## src/spsc_pkg.sv

```systemverilog
// constants of the serial port select and control block
package spsc_pkg;
	// register byte offsets
	localparam logic [7:0] OFS_CTRL    = 8'h00;
	localparam logic [7:0] OFS_STAT    = 8'h04;
	localparam logic [7:0] OFS_DATA    = 8'h08;
	localparam logic [7:0] OFS_PINS    = 8'h0c;
	localparam logic [7:0] OFS_IRQ_ST  = 8'h10;
	localparam logic [7:0] OFS_IRQ_MSK = 8'h14;
	// control field positions
	localparam int CTL_IE   = 7;
	localparam int CTL_EN   = 6;
	localparam int CTL_LSB  = 5;
	localparam int CTL_MASTER_SELECT_BIT = 4;
	localparam int CTL_CPOL = 3;
	localparam int CTL_CPHA = 2;
	localparam int CTL_RHI  = 1;
	localparam int CTL_RLO  = 0;
	// status field positions
	localparam int ST_FLAG = 7;
	localparam int ST_WCOL = 6;
	localparam int ST_DBL  = 0;
	// pin control field positions
	localparam int PIN_MOSI_DIR = 0;
	localparam int PIN_MISO_DIR = 1;
	localparam int PIN_SCK_DIR  = 2;
	localparam int PIN_SS_DIR   = 3;
	localparam int PIN_SS_OUT   = 4;
	localparam int PIN_GIE      = 7;
	// interrupt event bits
	localparam int EV_DONE = 0;
	localparam int EV_MODF = 1;
	localparam int EV_WCOL = 2;
	localparam int EV_W    = 3;
	// reset values
	localparam logic [7:0] CTRL_RST = 8'h00;
	localparam logic [7:0] PINS_RST = 8'h10;
	localparam logic [7:0] DATA_RST = 8'h00;
	localparam logic [EV_W-1:0] MSK_RST = 3'h0;
	// sck divisions indexed by {double, rate_hi, rate_lo}
	localparam int SCK_DIV [0:7] = '{4, 16, 64, 128, 2, 8, 32, 64};
	localparam int BYTE_BITS = 8;
	localparam logic [3:0] LAST_EDGE = 4'hf;
	localparam logic [2:0] LAST_BIT  = 3'h7;
	// bus answers
	localparam logic [1:0] RESP_OKAY   = 2'h0;
	localparam logic [1:0] RESP_SLVERR = 2'h2;
	// shift engine states
	typedef enum logic [1:0] {
		SH_IDLE  = 2'b01,
		SH_SHIFT = 2'b10
	} spsc_state_t;
endpackage

```

## src/spsc_top.sv

```systemverilog
// serial port with slave select handling, control register and bus slave
`timescale 1ns/100ps
// How it works
// slave mode: select pin always input
// selected slave: active, miso per direction
// deselected slave: all inputs, data ignored
// select rising resets shift logic and counter
// master: select pin is plain output
// master with select input: keep it high
// select low in master: drop to slave
// that drop sets flag, may interrupt
// handler checks master bit, software resets it
// control byte: ie,en,order,master_select_bit,cpol,cpha,rate
// order bit one sends lsb first
// polarity sets idle, phase picks sample edge
// master rate from rate bits and double
// select synchronised before any use
module spsc_top #(
	parameter int AW = 8
) (
	// clock, reset, enable
	input  wire logic          clock,
	input  wire logic          rst,
	input  wire logic          ce,
	// axi4-lite write
	input  wire logic [AW-1:0] awaddr,
	input  wire logic          awvalid,
	output logic               awready,
	input  wire logic [31:0]   wdata,
	input  wire logic [3:0]    wstrb,
	input  wire logic          wvalid,
	output logic               wready,
	output logic [1:0]         bresp,
	output logic               bvalid,
	input  wire logic          bready,
	// axi4-lite read
	input  wire logic [AW-1:0] araddr,
	input  wire logic          arvalid,
	output logic               arready,
	output logic [31:0]        rdata,
	output logic [1:0]         rresp,
	output logic               rvalid,
	input  wire logic          rready,
	// serial pins
	input  wire logic          sck_i,
	output logic               sck_o,
	output logic               sck_oe_n,
	input  wire logic          mosi_i,
	output logic               mosi_o,
	output logic               mosi_oe_n,
	input  wire logic          miso_i,
	output logic               miso_o,
	output logic               miso_oe_n,
	input  wire logic          ss_n_i,
	output logic               ss_n_o,
	output logic               ss_n_oe_n,
	// interrupts
	output logic               port_irq,
	output logic               irq
);
	logic [7:0]               ctrl_r;
	logic [7:0]               pins_r;
	logic                     dbl_r;
	logic                     flag_r;
	logic                     wcol_r;
	logic                     clr_arm_r;
	logic [7:0]               tx_r;
	logic [7:0]               rx_r;
	logic [7:0]               rx_nxt;
	logic [7:0]               rbuf_r;
	logic [3:0]               edge_cnt_r;
	logic [2:0]               bit_cnt_r;
	logic [6:0]               half_cnt_r;
	logic [6:0]               half_val;
	logic                     sck_int_r;
	logic                     first_r;
	logic [1:0]               samp_r;
	spsc_pkg::spsc_state_t    st_r;
	logic [spsc_pkg::EV_W-1:0] irq_st_r;
	logic [spsc_pkg::EV_W-1:0] irq_msk_r;
	logic [spsc_pkg::EV_W-1:0] ev;
	logic [3:0]               s1_r;
	logic [3:0]               s2_r;
	logic                     sck_d_r;
	logic                     sck_s, mosi_s, miso_s, ss_s;
	logic                     en, master_select_bit, slave_act, m_edge, s_edge, any_edge;
	logic                     lead, sample_e, setup_e, in_bit, done, modf, m_samp, edges_done;
	logic                     wr_go, rd_go, data_wr, data_acc, stat_rd, irq_rd;
	logic [7:0]               wa, ra, rd_mux;
	logic [31:0]              rdata_r;
	logic [1:0]               rresp_r;
	logic                     rvalid_r, bvalid_r;
	logic [1:0]               bresp_r;

	// pin inputs cross from outside: two flops each
	always_ff @(posedge clock or posedge rst) begin
		if (rst) begin
			s1_r <= 4'hf;
			s2_r <= 4'hf;
		end else if (ce) begin
			s1_r <= {ss_n_i, miso_i, mosi_i, sck_i};
			s2_r <= s1_r;
		end
	end
	assign sck_s  = s2_r[0];
	assign mosi_s = s2_r[1];
	assign miso_s = s2_r[2];
	assign ss_s   = s2_r[3];

	always_ff @(posedge clock or posedge rst) begin
		if (rst) begin
			sck_d_r <= 1'b1; // same as synchroniser reset: no false edge
		end else if (ce) begin
			sck_d_r <= sck_s;
		end
	end

	assign en   = ctrl_r[spsc_pkg::CTL_EN];
	assign master_select_bit = ctrl_r[spsc_pkg::CTL_MASTER_SELECT_BIT];
	// deselected slave sees no edges at all
	assign slave_act = en && !master_select_bit && !ss_s;
	// another master pulls our select low
	assign modf = en && master_select_bit && !pins_r[spsc_pkg::PIN_SS_DIR] && !ss_s;

	// master sck divider, rate ignored by the slave path
	always_comb begin
		half_val = 7'(spsc_pkg::SCK_DIV[{dbl_r, ctrl_r[1:0]}] / 2);
	end
	// after sixteen edges sck rests while late samples drain
	assign edges_done = master_select_bit && (st_r == spsc_pkg::SH_SHIFT) && (edge_cnt_r == 4'h0)
	                    && !first_r;
	assign m_edge   = master_select_bit && (st_r == spsc_pkg::SH_SHIFT) && (half_cnt_r == 7'h0)
	                  && !edges_done;
	assign s_edge   = slave_act && (sck_s != sck_d_r);
	assign any_edge = m_edge || s_edge;
	// leading edge leaves the idle level
	assign lead     = master_select_bit ? !edge_cnt_r[0] : (sck_s != ctrl_r[spsc_pkg::CTL_CPOL]);
	assign m_samp   = m_edge && (lead != ctrl_r[spsc_pkg::CTL_CPHA]);
	// master takes miso two clocks late, the synchroniser's lag
	assign sample_e = master_select_bit ? samp_r[1]
	                       : (s_edge && (lead != ctrl_r[spsc_pkg::CTL_CPHA]));
	assign setup_e  = any_edge && (lead == ctrl_r[spsc_pkg::CTL_CPHA]);
	assign in_bit   = master_select_bit ? miso_s : mosi_s;
	assign done     = master_select_bit ? (edges_done && samp_r == 2'b00)
	                       : (sample_e && bit_cnt_r == spsc_pkg::LAST_BIT);

	always_comb begin
		if (ctrl_r[spsc_pkg::CTL_LSB]) begin
			rx_nxt = {in_bit, rx_r[7:1]};
		end else begin
			rx_nxt = {rx_r[6:0], in_bit};
		end
	end

	// bus decode
	assign wa      = awaddr[7:0];
	assign ra      = araddr[7:0];
	assign wr_go   = ce && awvalid && wvalid && !bvalid_r;
	assign rd_go   = ce && arvalid && !rvalid_r;
	assign data_wr = wr_go && wstrb[0] && wa == spsc_pkg::OFS_DATA;
	assign stat_rd = rd_go && ra == spsc_pkg::OFS_STAT;
	assign irq_rd  = rd_go && ra == spsc_pkg::OFS_IRQ_ST;
	assign data_acc = data_wr || (rd_go && ra == spsc_pkg::OFS_DATA);

	// control register, hardware drops master on a conflict
	always_ff @(posedge clock or posedge rst) begin
		if (rst) begin
			ctrl_r <= spsc_pkg::CTRL_RST;
		end else if (ce) begin
			if (wr_go && wstrb[0] && wa == spsc_pkg::OFS_CTRL) begin
				ctrl_r <= wdata[7:0];
			end
			if (modf) begin
				ctrl_r[spsc_pkg::CTL_MASTER_SELECT_BIT] <= 1'b0;
			end
		end
	end

	// pin control, double rate and interrupt mask
	always_ff @(posedge clock or posedge rst) begin
		if (rst) begin
			pins_r    <= spsc_pkg::PINS_RST;
			dbl_r     <= 1'b0;
			irq_msk_r <= spsc_pkg::MSK_RST;
		end else if (ce && wr_go && wstrb[0]) begin
			if (wa == spsc_pkg::OFS_PINS) begin
				pins_r <= wdata[7:0];
			end
			if (wa == spsc_pkg::OFS_STAT) begin
				dbl_r <= wdata[spsc_pkg::ST_DBL];
			end
			if (wa == spsc_pkg::OFS_IRQ_MSK) begin
				irq_msk_r <= wdata[spsc_pkg::EV_W-1:0];
			end
		end
	end

	// shift engine
	always_ff @(posedge clock or posedge rst) begin
		if (rst) begin
			st_r       <= spsc_pkg::SH_IDLE;
			edge_cnt_r <= 4'h0;
			bit_cnt_r  <= 3'h0;
			half_cnt_r <= 7'h0;
			sck_int_r  <= 1'b0;
			samp_r     <= 2'b00;
			first_r    <= 1'b1;
			tx_r       <= spsc_pkg::DATA_RST;
			rx_r       <= spsc_pkg::DATA_RST;
		end else if (ce) begin
			if (!en || modf || (!master_select_bit && ss_s)) begin
				// deselect throws away a part byte at once
				st_r       <= spsc_pkg::SH_IDLE;
				edge_cnt_r <= 4'h0;
				bit_cnt_r  <= 3'h0;
				rx_r       <= spsc_pkg::DATA_RST;
				first_r    <= 1'b1;
				sck_int_r  <= ctrl_r[spsc_pkg::CTL_CPOL];
				samp_r     <= 2'b00;
				if (data_wr && st_r == spsc_pkg::SH_IDLE) begin
					tx_r <= wdata[7:0];
				end
			end else begin
				if (data_wr && st_r == spsc_pkg::SH_IDLE) begin
					tx_r       <= wdata[7:0];
					half_cnt_r <= half_val - 7'h1;
					if (master_select_bit) begin
						st_r <= spsc_pkg::SH_SHIFT;
						first_r    <= 1'b1;
						edge_cnt_r <= 4'h0;
						bit_cnt_r  <= 3'h0;
					end
				end
				if (st_r == spsc_pkg::SH_IDLE && master_select_bit) begin
					sck_int_r <= ctrl_r[spsc_pkg::CTL_CPOL];
				end
				if (master_select_bit && st_r == spsc_pkg::SH_SHIFT) begin
					half_cnt_r <= (half_cnt_r == 7'h0) ? half_val - 7'h1 : half_cnt_r - 7'h1;
				end
				if (m_edge) begin
					sck_int_r  <= !sck_int_r;
					edge_cnt_r <= edge_cnt_r + 4'h1;
				end
				if (s_edge && !master_select_bit) begin
					st_r <= spsc_pkg::SH_SHIFT;
				end
				if (any_edge) begin
					first_r <= 1'b0;
				end
				samp_r <= {samp_r[0], m_samp};
				if (sample_e) begin
					rx_r      <= rx_nxt;
					bit_cnt_r <= bit_cnt_r + 3'h1;
				end
				// phase one: first leading edge only presents bit 0
				if (setup_e && !(ctrl_r[spsc_pkg::CTL_CPHA] && first_r)) begin
					if (ctrl_r[spsc_pkg::CTL_LSB]) begin
						tx_r <= {1'b0, tx_r[7:1]};
					end else begin
						tx_r <= {tx_r[6:0], 1'b0};
					end
				end
				if (done) begin
					st_r       <= spsc_pkg::SH_IDLE;
					edge_cnt_r <= 4'h0;
					bit_cnt_r  <= 3'h0;
					first_r    <= 1'b1;
				end
			end
		end
	end

	// receive buffer keeps the last whole byte
	always_ff @(posedge clock or posedge rst) begin
		if (rst) begin
			rbuf_r <= spsc_pkg::DATA_RST;
		end else if (ce && done) begin
			rbuf_r <= master_select_bit ? rx_r : rx_nxt; // master byte already whole once drained
		end
	end

	// transfer flag and collision: set wins over the clear
	always_ff @(posedge clock or posedge rst) begin
		if (rst) begin
			flag_r    <= 1'b0;
			wcol_r    <= 1'b0;
			clr_arm_r <= 1'b0;
		end else if (ce) begin
			if (stat_rd && (flag_r || wcol_r)) begin
				clr_arm_r <= 1'b1;
			end else if (data_acc) begin
				clr_arm_r <= 1'b0;
			end
			if (done || modf) begin
				flag_r <= 1'b1;
			end else if (clr_arm_r && data_acc) begin
				flag_r <= 1'b0;
			end
			if (data_wr && st_r == spsc_pkg::SH_SHIFT) begin
				wcol_r <= 1'b1;
			end else if (clr_arm_r && data_acc) begin
				wcol_r <= 1'b0;
			end
		end
	end

	// sticky event bits, cleared by reading them
	assign ev[spsc_pkg::EV_DONE] = done;
	assign ev[spsc_pkg::EV_MODF] = modf;
	assign ev[spsc_pkg::EV_WCOL] = data_wr && st_r == spsc_pkg::SH_SHIFT;
	always_ff @(posedge clock or posedge rst) begin
		if (rst) begin
			irq_st_r <= '0;
		end else if (ce) begin
			irq_st_r <= (irq_rd ? '0 : irq_st_r) | ev;
		end
	end
	assign irq      = |(irq_st_r & irq_msk_r);
	assign port_irq = flag_r && ctrl_r[spsc_pkg::CTL_IE] && pins_r[spsc_pkg::PIN_GIE];

	// pin drivers, enable low while driving
	assign sck_o     = sck_int_r;
	assign mosi_o    = ctrl_r[spsc_pkg::CTL_LSB] ? tx_r[0] : tx_r[7];
	assign miso_o    = mosi_o;
	assign ss_n_o    = pins_r[spsc_pkg::PIN_SS_OUT];
	assign sck_oe_n  = !(en && master_select_bit && pins_r[spsc_pkg::PIN_SCK_DIR]);
	assign mosi_oe_n = !(en && master_select_bit && pins_r[spsc_pkg::PIN_MOSI_DIR]);
	assign miso_oe_n = !(slave_act && pins_r[spsc_pkg::PIN_MISO_DIR]);
	// slave mode never drives select; master may use it freely
	assign ss_n_oe_n = !(pins_r[spsc_pkg::PIN_SS_DIR] && !(en && !master_select_bit));

	// read mux
	always_comb begin
		case (ra)
			spsc_pkg::OFS_CTRL:    rd_mux = ctrl_r;
			spsc_pkg::OFS_STAT:    rd_mux = {flag_r, wcol_r, 5'h00, dbl_r};
			spsc_pkg::OFS_DATA:    rd_mux = rbuf_r;
			spsc_pkg::OFS_PINS:    rd_mux = pins_r;
			spsc_pkg::OFS_IRQ_ST:  rd_mux = {5'h00, irq_st_r};
			spsc_pkg::OFS_IRQ_MSK: rd_mux = {5'h00, irq_msk_r};
			default:               rd_mux = 8'h00;
		endcase
	end

	// bus answers
	always_ff @(posedge clock or posedge rst) begin
		if (rst) begin
			bvalid_r <= 1'b0;
			bresp_r  <= spsc_pkg::RESP_OKAY;
		end else if (ce) begin
			if (wr_go) begin
				bvalid_r <= 1'b1;
				bresp_r  <= (wa[1:0] == 2'h0 && wa <= spsc_pkg::OFS_IRQ_MSK) ?
				            spsc_pkg::RESP_OKAY : spsc_pkg::RESP_SLVERR;
			end else if (bready) begin
				bvalid_r <= 1'b0;
			end
		end
	end

	always_ff @(posedge clock or posedge rst) begin
		if (rst) begin
			rvalid_r <= 1'b0;
			rdata_r  <= 32'h0;
			rresp_r  <= spsc_pkg::RESP_OKAY;
		end else if (ce) begin
			if (rd_go) begin
				rvalid_r <= 1'b1;
				rdata_r  <= {24'h0, rd_mux};
				rresp_r  <= (ra[1:0] == 2'h0 && ra <= spsc_pkg::OFS_IRQ_MSK) ?
				            spsc_pkg::RESP_OKAY : spsc_pkg::RESP_SLVERR;
			end else if (rready) begin
				rvalid_r <= 1'b0;
			end
		end
	end

	assign awready = wr_go;
	assign wready  = wr_go;
	assign bvalid  = bvalid_r;
	assign bresp   = bresp_r;
	assign arready = rd_go;
	assign rvalid  = rvalid_r;
	assign rdata   = rdata_r;
	assign rresp   = rresp_r;

	// checks
	logic [6:0] gap_r;
	always_ff @(posedge clock or posedge rst) begin
		if (rst) begin
			gap_r <= 7'h0;
		end else if (ce) begin
			gap_r <= (m_edge || st_r == spsc_pkg::SH_IDLE) ? 7'h1 : gap_r + 7'h1;
		end
	end
endmodule

```

## config.mk

```make
export PLATFORM = sky130hd
export DESIGN_NAME = spsc_top
export DESIGN_NICKNAME = d
export VERILOG_FILES = /design/src/spsc_pkg.sv /design/src/spsc_top.sv
export SDC_FILE = /design/constraint.sdc
export NUM_CORES = 1
export LEC_CHECK = 0
export CAP_MARGIN = 20
export CELL_PAD_IN_SITES_DETAIL_PLACEMENT = 0
export CELL_PAD_IN_SITES_GLOBAL_PLACEMENT = 1
export CORE_ASPECT_RATIO = 1.5
export CORE_MARGIN = 3
export CORE_UTILIZATION = 44
export CTS_CLUSTER_DIAMETER = 200
export CTS_CLUSTER_SIZE = 16
export DETAILED_ROUTE_END_ITERATION = 10
export DONT_BUFFER_PORTS = 1
export GPL_ROUTABILITY_DRIVEN = 1
export PLACE_DENSITY_LB_ADDON = 0.1
export SLEW_MARGIN = 20
export SYNTH_ARGS = -nofsm -noshare
export SYNTH_HDL_FRONTEND = slang
export SYNTH_SLANG_ARGS = --single-unit
```

## constraint.sdc

```tcl
create_clock -name clock -period 2.9 [get_ports clock]
set_clock_uncertainty 0.05 [all_clocks]
set_input_delay 0.58 -clock clock [delete_from_list [all_inputs] [get_ports clock]]
set_output_delay 0.58 -clock clock [all_outputs]
set_load 0.01 [all_outputs]
```

Yosys cells after proc, flatten, opt, wreduce, memory -nomap -nowiden
Memories as Yosys holds them, arrays and structs flattened.
Cells that the tools add are included.
- $add $sub $neg: 5
- $lt $le $gt $ge: 3
- equal/unequal tests: 16
- muxes and demuxes: 57
- bitwise gates (word level): 5
- reductions and logical operators: 113
- operators by type and width (cell ; count):
    32-bit two-way mux ; 2
    8-bit two-way mux ; 8
    8-bit case mux with 6 select lines ; 1
    1-bit logical AND ; 47
    8-bit by 4-bit == test with 1-bit output, second input constant ; 4
    4-bit nonzero test ; 8
    2-bit AND reduction ; 14
    8-bit by 5-bit == test with 1-bit output, second input constant ; 3
    1-bit two-way mux ; 23
    7-bit two-way mux ; 3
    4-bit two-way mux ; 5
    3-bit two-way mux ; 6
    8-bit by 3-bit == test with 1-bit output, second input constant ; 2
    8-bit by 5-bit less-or-equal comparator with 1-bit output, second input constant ; 2
    1-bit zero test ; 16
    8-bit zero test ; 2
    2-bit two-way mux ; 8
    2-bit nonzero test ; 8
    3-bit AND reduction ; 5
    7-bit by 1-bit subtractor with 7-bit output, second input constant ; 2
    7-bit by 1-bit adder with 7-bit output ; 1
    7-bit zero test ; 1
    2-bit zero test ; 3
    1-bit logical OR ; 6
    17 further kinds ; 19
- flip-flop bits (word level): 93
- memory bits (read-only): 256
- output and inout bits: 51
- word-level logic and storage cells: 227
- memories kept: 1
- memory list (memory ; words ; width ; read ports ; clocked after memory_dff ; write ports ; RTL line ; RTL):
    (name not given) ; 8 ; 32 ; 1 ; 0 ; 0 ; spsc_top.sv:127 ; half_val = 7'(spsc_pkg::SCK_DIV[{dbl_r, ctrl_r[1:0]}] / 2);

Depth between registers and ports, before layout
Gate-level depths: netlist of run 1.
- depth after elaboration: 11
- depth in mapped cells: 10

Worst setup path after synthesis of run 1
OpenSTA, ideal clock, no wires.
- kind: input-to-reg
- from: input port awaddr[0]
- to: register bit_cnt_r[0]
- arrival: 2.223 ns
- data required time: 2.725 ns
- setup slack: 0.502 ns
- stages on the path: 7
- path through: or4_4 nor4_4 and2_0 buf_6 o31ai_4 nor2b_4 mux2_4
- word-level cells in the longest chain between the ends: 5
- RTL lines (element ; RTL line ; RTL):
    start: declaration ; spsc_top.sv:26 ; input wire logic [AW-1:0] awaddr,
    8-bit by 4-bit == test with 1-bit output ; spsc_top.sv:160 ; assign data_wr = wr_go && wstrb[0] && wa == spsc_pkg::OFS_DATA;
    1-bit logical AND ; spsc_top.sv:160 ;
    1-bit logical AND ; spsc_top.sv:224 ; if (data_wr && st_r == spsc_pkg::SH_IDLE) begin
    4-bit nonzero test (no source line) ; -- ;
    3-bit AND reduction (no source line) ; -- ;
    end signal: assignment ; spsc_top.sv:253 ; bit_cnt_r <= bit_cnt_r + 3'h1;
    end: declaration ; spsc_top.sv:72 ; logic [2:0] bit_cnt_r;
No other way between the ends.
A chain may end at the register's enable or synchronous reset.

Final worst setup path of run 1
- from: register edge_cnt_r[0]
- to: register bit_cnt_r[0]
- word-level cells in the longest chain between the ends: 9
- RTL lines (element ; RTL line ; RTL):
    start: declaration ; spsc_top.sv:71 ; logic [3:0] edge_cnt_r;
    start signal: assignment ; spsc_top.sv:242 ; edge_cnt_r <= edge_cnt_r + 4'h1;
    1-bit zero test ; spsc_top.sv:137 ; assign lead = master_select_bit ? !edge_cnt_r[0] : (sck_s != ctrl_r[spsc_pkg::CTL_CPOL]);
    1-bit two-way mux ; spsc_top.sv:137 ;
    1-bit != test ; spsc_top.sv:141 ; : (s_edge && (lead != ctrl_r[spsc_pkg::CTL_CPHA]));
    1-bit logical AND ; spsc_top.sv:141 ;
    1-bit two-way mux ; spsc_top.sv:140 ; assign sample_e = master_select_bit ? samp_r[1]
    1-bit logical AND ; spsc_top.sv:145 ; : (sample_e && bit_cnt_r == spsc_pkg::LAST_BIT);
    1-bit two-way mux ; spsc_top.sv:144 ; assign done = master_select_bit ? (edges_done && samp_r == 2'b00)
    4-bit nonzero test (no source line) / 3-bit two-way mux (equally long branches) ; -- ;
    3-bit AND reduction (no source line) / 3-bit two-way mux (equally long branches) ; -- ;
Several ways; a longest one is shown, not always the timed one.

==> results of run 1 <==
-- layout make-up --
type,count,area share
repair buffers,13,0.0195
flip-flops and latches,91,0.405
clock inverters,5,0.0106
inverters,22,0.0153
multi-input cells,397,0.472
well taps,150,0.0332
clock buffers,11,0.0447
-- metal layers --
metal,share of wire,wire length [um]
met3,0.047,574
met5,0,0
met4,0.0081,100
met2,0.51,6240
met1,0.44,5370
-- cell usage in the layout (no fill, tap or decap), types with 12 or more instances in the layout --
master	Yosys	final
a21oi_1	21	21
buf_4	29	12
conb_1	1	26
dfrtp_1	79	79
dfstp_2	12	12
inv_1	21	20
mux2_2	34	34
mux2i_1	16	16
nand2_1	79	79
nand3_1	14	14
nor2_1	24	24
o21ai_0	39	39
-- flip-flops by register name, summed over array words and instances (netlist names), 4 cells and up --
signal and flops:
rdata 8, s1_r 4, rx_r 8, s2_r 4
ctrl_r 8, edge_cnt_r 4, tx_r 8, rbuf_r 8
half_cnt_r 7, pins_r 8
-- per-stage QoR --
stage / total power, mW / setup slack, ns
after detailed placement: 1.99 / 0.284
after CTS: 3.24 / 0.308
after global routing: 3.35 / 0.126
after floorplan: 1.92 / 0.502
after global placement: 1.97 / 0.293
final: 3.19 / 0.299
-- how the worst max path moves through the flow --
stage	start	endpoint	slack, ns	cells after the start
after floorplan	awaddr[0]	bit_cnt_r[0]	0.50	7
after global placement	awaddr[0]	ctrl_r[5]	0.29	5
after detailed placement	awaddr[0]	ctrl_r[3]	0.28	5
after CTS	edge_cnt_r[0]	bit_cnt_r[0]	0.31	8
after global routing	edge_cnt_r[0]	bit_cnt_r[0]	0.13	8
final	edge_cnt_r[0]	bit_cnt_r[0]	0.30	8
-- report_power, final --
part | internal, mW | switching (mW)
combinational | 0.220 | 0.231
clock | 0.719 | 0.514
sequential | 1.41 | 0.103
total | 2.34 | 0.849
-- kinds of logic (layout without fill, tap and decap cells) --
family / Yosys count / count (layout)
buffers and inverters: 76 / 51
AND/OR/NAND/NOR: 181 / 181
flip-flops: 91 / 91
AO/OA/AOI/OAI: 125 / 125
XOR/XNOR: 4 / 4
other: 1 / 26
multiplexers: 54 / 54
adder cells (fa/ha/maj): 7 / 7
-- worst reg2reg max path: stages, from the launching register on --
cell	delay (ns)
dfrtp_1	0.44
inv_1	0.12
ha_1	0.17
or4b_1	0.45
nor4_1	0.43
nand2b_1	0.28
or2_2	0.20
nor2b_1	0.08
mux2_4	0.27
==> impl_results.md, run 1 <==
- Grt met1 use: 0.258
- Max Freq: approximately 380 MHz
- Fill cell count: 1,140
- DRT antenna net count: 0
- Number of global-route vias before repair: about 3,800
- DRC: 0
- Share of Yosys cell area claimed by the top area cell type: 0.372
- Final hold violations: 0
- Ys Warns: 0
- Post-CTS Hold Buffers: 0
- DIE AREA: 0.0134 mm2
- Asr flop ratio synth: 1.00
- Area leader, netlist: dfrtp_1
- Clock Tree Buf Depth: 2
- Crit-path leading delay family: simple AND/OR/NAND/NOR gates
- Area share of and/or/nand/nor cells after synthesis: 0.181
- Data required, critical path: 3.08 ns
- Mux cell area share after synthesis: 0.116
- Netlist area before placement: roughly 0.0053 mm2
- Setup TNS Final: 0 ns
- GRT met2 Usage: 0.317
- Cells after Synth: about 540
- Starting Density: 0.456
- Post-CTS sizing: 0
- Min cycle time layout: roughly 2.6 ns
- Post-synthesis sequential area ratio: 0.432
- Share of cells above drive strength 1: 0.193
- Ys flop type: dfrtp_1
- Fin nets: approximately 610
- Max Cap Viol: 0
- GPL Wtd Cong: between 0.8 and 0.9
- Largest net degree at the start of global routing: roughly 50
- Post-synth top cells: 79 x dfrtp_1, 79 x nand2_1, 39 x o21ai_0
- CTS Buf Count: 9
- Worst EP arrival: 2.78 ns
- Largest cells by area after synthesis: dfrtp_1 37%, mux2_2 7.2%, dfstp_2 5.9%, nand2_1 5.6%, buf_4 4.1%
- Reg area: between 0.002 and 0.0025 mm2
- Rows: 48
- Dpl cells: 673
- IO Pins: roughly 120
- PwrDens: 564 mW/mm2
- CP Capture Type: flop
- Leak pwr: approximately 2.5 nW
- Skew-Pair Late Insertion Delay: 0.35 ns
- Largest family of logic cells by synthesized area: simple AND/OR/NAND/NOR gates
- R2R Path Start: edge_cnt_r[0]
- Worst r2r path cells: 8
- Max_slew headroom: 0.490
- Layout Utilization: 0.486
- Post-CTS Setup Repair Bufs: 0
- Hold Path Class: in -> async
- Clock root buffer master: clkbuf_16
- Die width: 95.7 um
- Post-synthesis xor/xnor area fraction: 0.00660
- Total number of vias: about 3,800
- Critical path class: reg -> reg
- Initial antenna violation count: 0
- Routed len/inst: 17.8 um
- GRT Max-Usage Layer: met2
- Ant diodes: 0
- Compound-cell area share of the yosys netlist: 0.164
- GR Util met3: 0.0349
- Synthesized-area fraction occupied by adder cells: 0.0165
- Die Ht: around 140 um
- Unrepaired setup endpoints after global routing: no
- Overall routing resource usage: 0.194
- Non-Filler Instances: slightly below 700
- RR Endpoint: bit_cnt_r[0]
- Outcome: completed
- Worst-margin pin slew: 0.765 ns
- Syn_area_per_cell: 9.85 um2
- CP Max Fanout: 7
- VDD IR max: roughly 300 uV
- Flop2flop setup slack: 0.30 ns
- CP cell instances: inv_1 > ha_1 > or4b_1 > nor4_1 > nand2b_1 > or2_2 > nor2b_1 > mux2_4
- Fin Hold WS: approximately 0.13 ns
- P&R area growth vs syn: 6.57%
- First-pass GRT wire length: between 20 and 25 mm
- Largest stage delay, worst path: 0.45 ns
- CTS tree: yes
- I/O Buffers: 0
- Multi-input logic area: 0.00267 mm2
- Drt initial violations: 158
- Post-route cell area: 0.00566 mm2
- Post-synth EDFFs: 0
- Reg clk slew, reported paths: 0.07 ns
- WL final: 12.3 mm
- Startpoint Class: flop
- Library cells used by synthesis: between 80 and 90
- FF+latch count, synth: 91
- Dpl hpwl: roughly 9 mm
- Clk sinks: 91
- Tcrit/Tclk final: 0.897
- CP Buf/Inv Count: 1
- Vias per cell: 5.52
- Max-slew violations: 0
- Final setup violation count: 0
- DP Area: 0.00535 mm2
- GRT Residual Overflow: 0
- Core area: 0.0117 mm2
- H-tree Lvls: 3
- Slowest CP cell: or4b_1
- Drt pass-1 iters: 4
Note: power is estimated with default switching activity, not from simulation.
==> inputs of run 2 (changes only) <==
--- a/config.mk
+++ b/config.mk
@@ -16,6 +16,7 @@
 export DETAILED_ROUTE_END_ITERATION = 10
 export DONT_BUFFER_PORTS = 1
 export GPL_ROUTABILITY_DRIVEN = 1
+export GPL_TIMING_DRIVEN = 0
 export PLACE_DENSITY_LB_ADDON = 0.1
 export SLEW_MARGIN = 20
 export SYNTH_ARGS = -nofsm -noshare
==> constraint.sdc (replaced) <==
create_clock -name clock -period 2.9 [get_ports clock]
set_clock_uncertainty 0.05 [all_clocks]
set_input_delay 0.145 -clock clock [delete_from_list [all_inputs] [get_ports clock]]
set_output_delay 0.145 -clock clock [all_outputs]
set_load 0.01 [all_outputs]
==> run 2 against run 1 <==
Design area increased by 8.4%. Sequential cell count unchanged. Critical path depth unchanged. Count of clock-buffer cells in the layout unchanged. First-iteration DRC count increased by 28%. Setup slack improved by 0.015 ns. Utilization increased by 4.1 points. Final cell count increased by 9.0%.
==> impl_results.md, run 2 (synthesis gave the netlist of run 1 again) <==
- GRT met2 Usage: 0.344 (+0.0275)
- GRT Max-Usage Layer: met2
- Clock Tree Buf Depth: 2 (unchanged)
- Startpoint Class: flop
- Fin nets: 667 (+10%)
- Hold Path Class: in -> reg
- Number of global-route vias before repair: 4,149 (+8.9%)
- CP Capture Type: flop
- Drt pass-1 iters: 4 (unchanged)
- Skew-Pair Late Insertion Delay: 0.35 ns (about the same)
- P&R area growth vs syn: 15.5%
- H-tree Lvls: 3 (unchanged)
- CTS Buf Count: 9 (unchanged)
- DIE AREA: 0.0134 mm2 (unchanged)
- Drt initial violations: 203 (+28%)
- Die width: 95.7 um (unchanged)
- Largest stage delay, worst path: 0.50 ns (+0.05 ns)
- CP Max Fanout: 7 (unchanged)
- Slowest CP cell: or4b_1
- GPL Wtd Cong: 0.858 (+4.7%)
- Post-route cell area: 0.00613 mm2 (+8.4%)
- Max-slew violations: 0 (unchanged)
- Die Ht: 141 um (unchanged)
- Tcrit/Tclk final: 0.892 (-0.00516)
- CTS tree: yes
- First-pass GRT wire length: 21.1 mm (+4.2%)
- Share of cells above drive strength 1: 0.215 (+0.0217)
- Unrepaired setup endpoints after global routing: no
- Dpl hpwl: 9.91 mm (+7.9%)
- CP cell instances: inv_1 > ha_1 > or4b_1 > nor4_1 > nand2b_1 > or2_2 > nor2b_1 > mux2_4
- Final setup violation count: 0 (unchanged)
- Ant diodes: 0 (unchanged)
- Data required, critical path: 3.08 ns (about the same)
- IO Pins: 115 (unchanged)
- GR Util met3: 0.0430 (+0.00806)
- Total number of vias: 4,085 (+7.4%)
- WL final: 13.0 mm (+6.2%)
- Outcome: completed
- Fin Hold WS: 0.0205 ns (-0.113 ns)
- Core area: 0.0117 mm2 (unchanged)
- Min cycle time layout: 2.59 ns (-0.0150 ns)
- Final hold violations: 0 (unchanged)
- DP Area: 0.00562 mm2 (+5.2%)
- Overall routing resource usage: 0.203 (+0.00915)
- Fill cell count: 1,088 (-4.6%)
- I/O Buffers: 0 (unchanged)
- Max_slew headroom: 0.564 (+0.0742)
- Rows: 48 (unchanged)
- Grt met1 use: 0.254 (-0.00395)
- DRT antenna net count: 0 (unchanged)
- Vias per cell: 5.44 (-1.5%)
- GRT Residual Overflow: 0 (unchanged)
- Total power: 3.25 mW (+1.9%)
- Largest net degree at the start of global routing: 68 (+39%)
- Max Cap Viol: 0 (unchanged)
- DRC: 0 (unchanged)
- PwrDens: 531 mW/mm2 (-5.9%)
- Leak pwr: 2.76 nW (+9.4%)
- Max Freq: 387 MHz (+0.58%)
- Post-CTS sizing: 0 (unchanged)
- Clk sinks: 91 (unchanged)
- Routed len/inst: 17.4 um (-2.6%)
- Commonest cells after routing, fill and taps aside: 79 x nand2_1, 79 x dfrtp_1, 39 x o21ai_0, 34 x mux2_2, 30 x buf_4
- VDD IR max: 374 uV (+26%)
- Initial antenna violation count: 0 (unchanged)
- Starting Density: 0.456 (unchanged)
- Worst-margin pin slew: 0.650 ns (-0.115 ns)
- Reg clk slew, reported paths: 0.06 ns (about the same)
- Clock root buffer master: clkbuf_16
- Worst EP arrival: 2.77 ns (about the same)
- Critical path class: reg -> reg
[run 2: final cells by class]
cell class	instances	area, um2	share of cell area
buffer	54	359	0.0586
clock buffer	11	243	0.0396
clock inverter	5	62.6	0.0102
inverter	22	87.6	0.0143
multi-input combinational	397	2680	0.436
sequential	91	2290	0.374
tap	150	188	0.0306
timing repair buffer	21	225	0.0367
[run 2: repair_timing]
item | 4_1_cts | 5_1_grt
hold buffers | 19 | 0
setup buffers | 0 | 1
hold endpoints to repair | 113 | 0
endpoints found under the setup margin | 0 | 1
[run 2: critical path: cells and delay by family, from the launching register on]
kind                       cells  cell delay [ns]
buffers and inverters          1             0.13
muxes                          1             0.27
adders and majority gates      1             0.15
DFF                            1             0.46
and+or+nand+nor                5             1.42
[run 2: stage by stage]
stage               setup TNS [ns]  setup WS, ns  utilization  std cells
detailed placement               0         0.277        0.483        715
global placement            -53.80        -0.684        0.480        714
CTS                              0         0.245        0.525        750
finish                           0         0.314        0.526        751
floorplan                        0         0.361            -        564
global route                     0         0.145        0.526        751
[run 2: per-layer routing]
| metal | routed length [um] | share of wire |
|---|---|---|
| met4 | 272 | 0.021 |
| met1 | 5540 | 0.42 |
| met2 | 6660 | 0.51 |
| met3 | 568 | 0.044 |
| met5 | 0 | 0 |
[run 2: path summary, 6_finish.rpt]
| path | from | slack, ns | endpoint | cells past startpoint |
|---|---|---|---|---|
| max | edge_cnt_r[0] | 0.31 | bit_cnt_r[0] | 8 |
| min | awaddr[4] | 0.02 | dbl_r | 2 |
| max reg2reg | edge_cnt_r[0] | 0.31 | bit_cnt_r[0] | 8 |
| min reg2reg | rbuf_r[5] | 0.44 | rbuf_r[5] | 2 |
| max in group asynchronous | rst | 1.96 | st_r[0] | 3 |
| min in group asynchronous | rst | 0.18 | rdata[1] | 2 |
[run 2: where the power goes]
group	total, mW	internal [mW]	switching (mW)	leakage (nW)
logic	0.536	0.262	0.273	1.44
clock network	1.21	0.697	0.514	0.142
registers	1.51	1.41	0.103	1.18
total	3.25	2.36	0.890	2.76
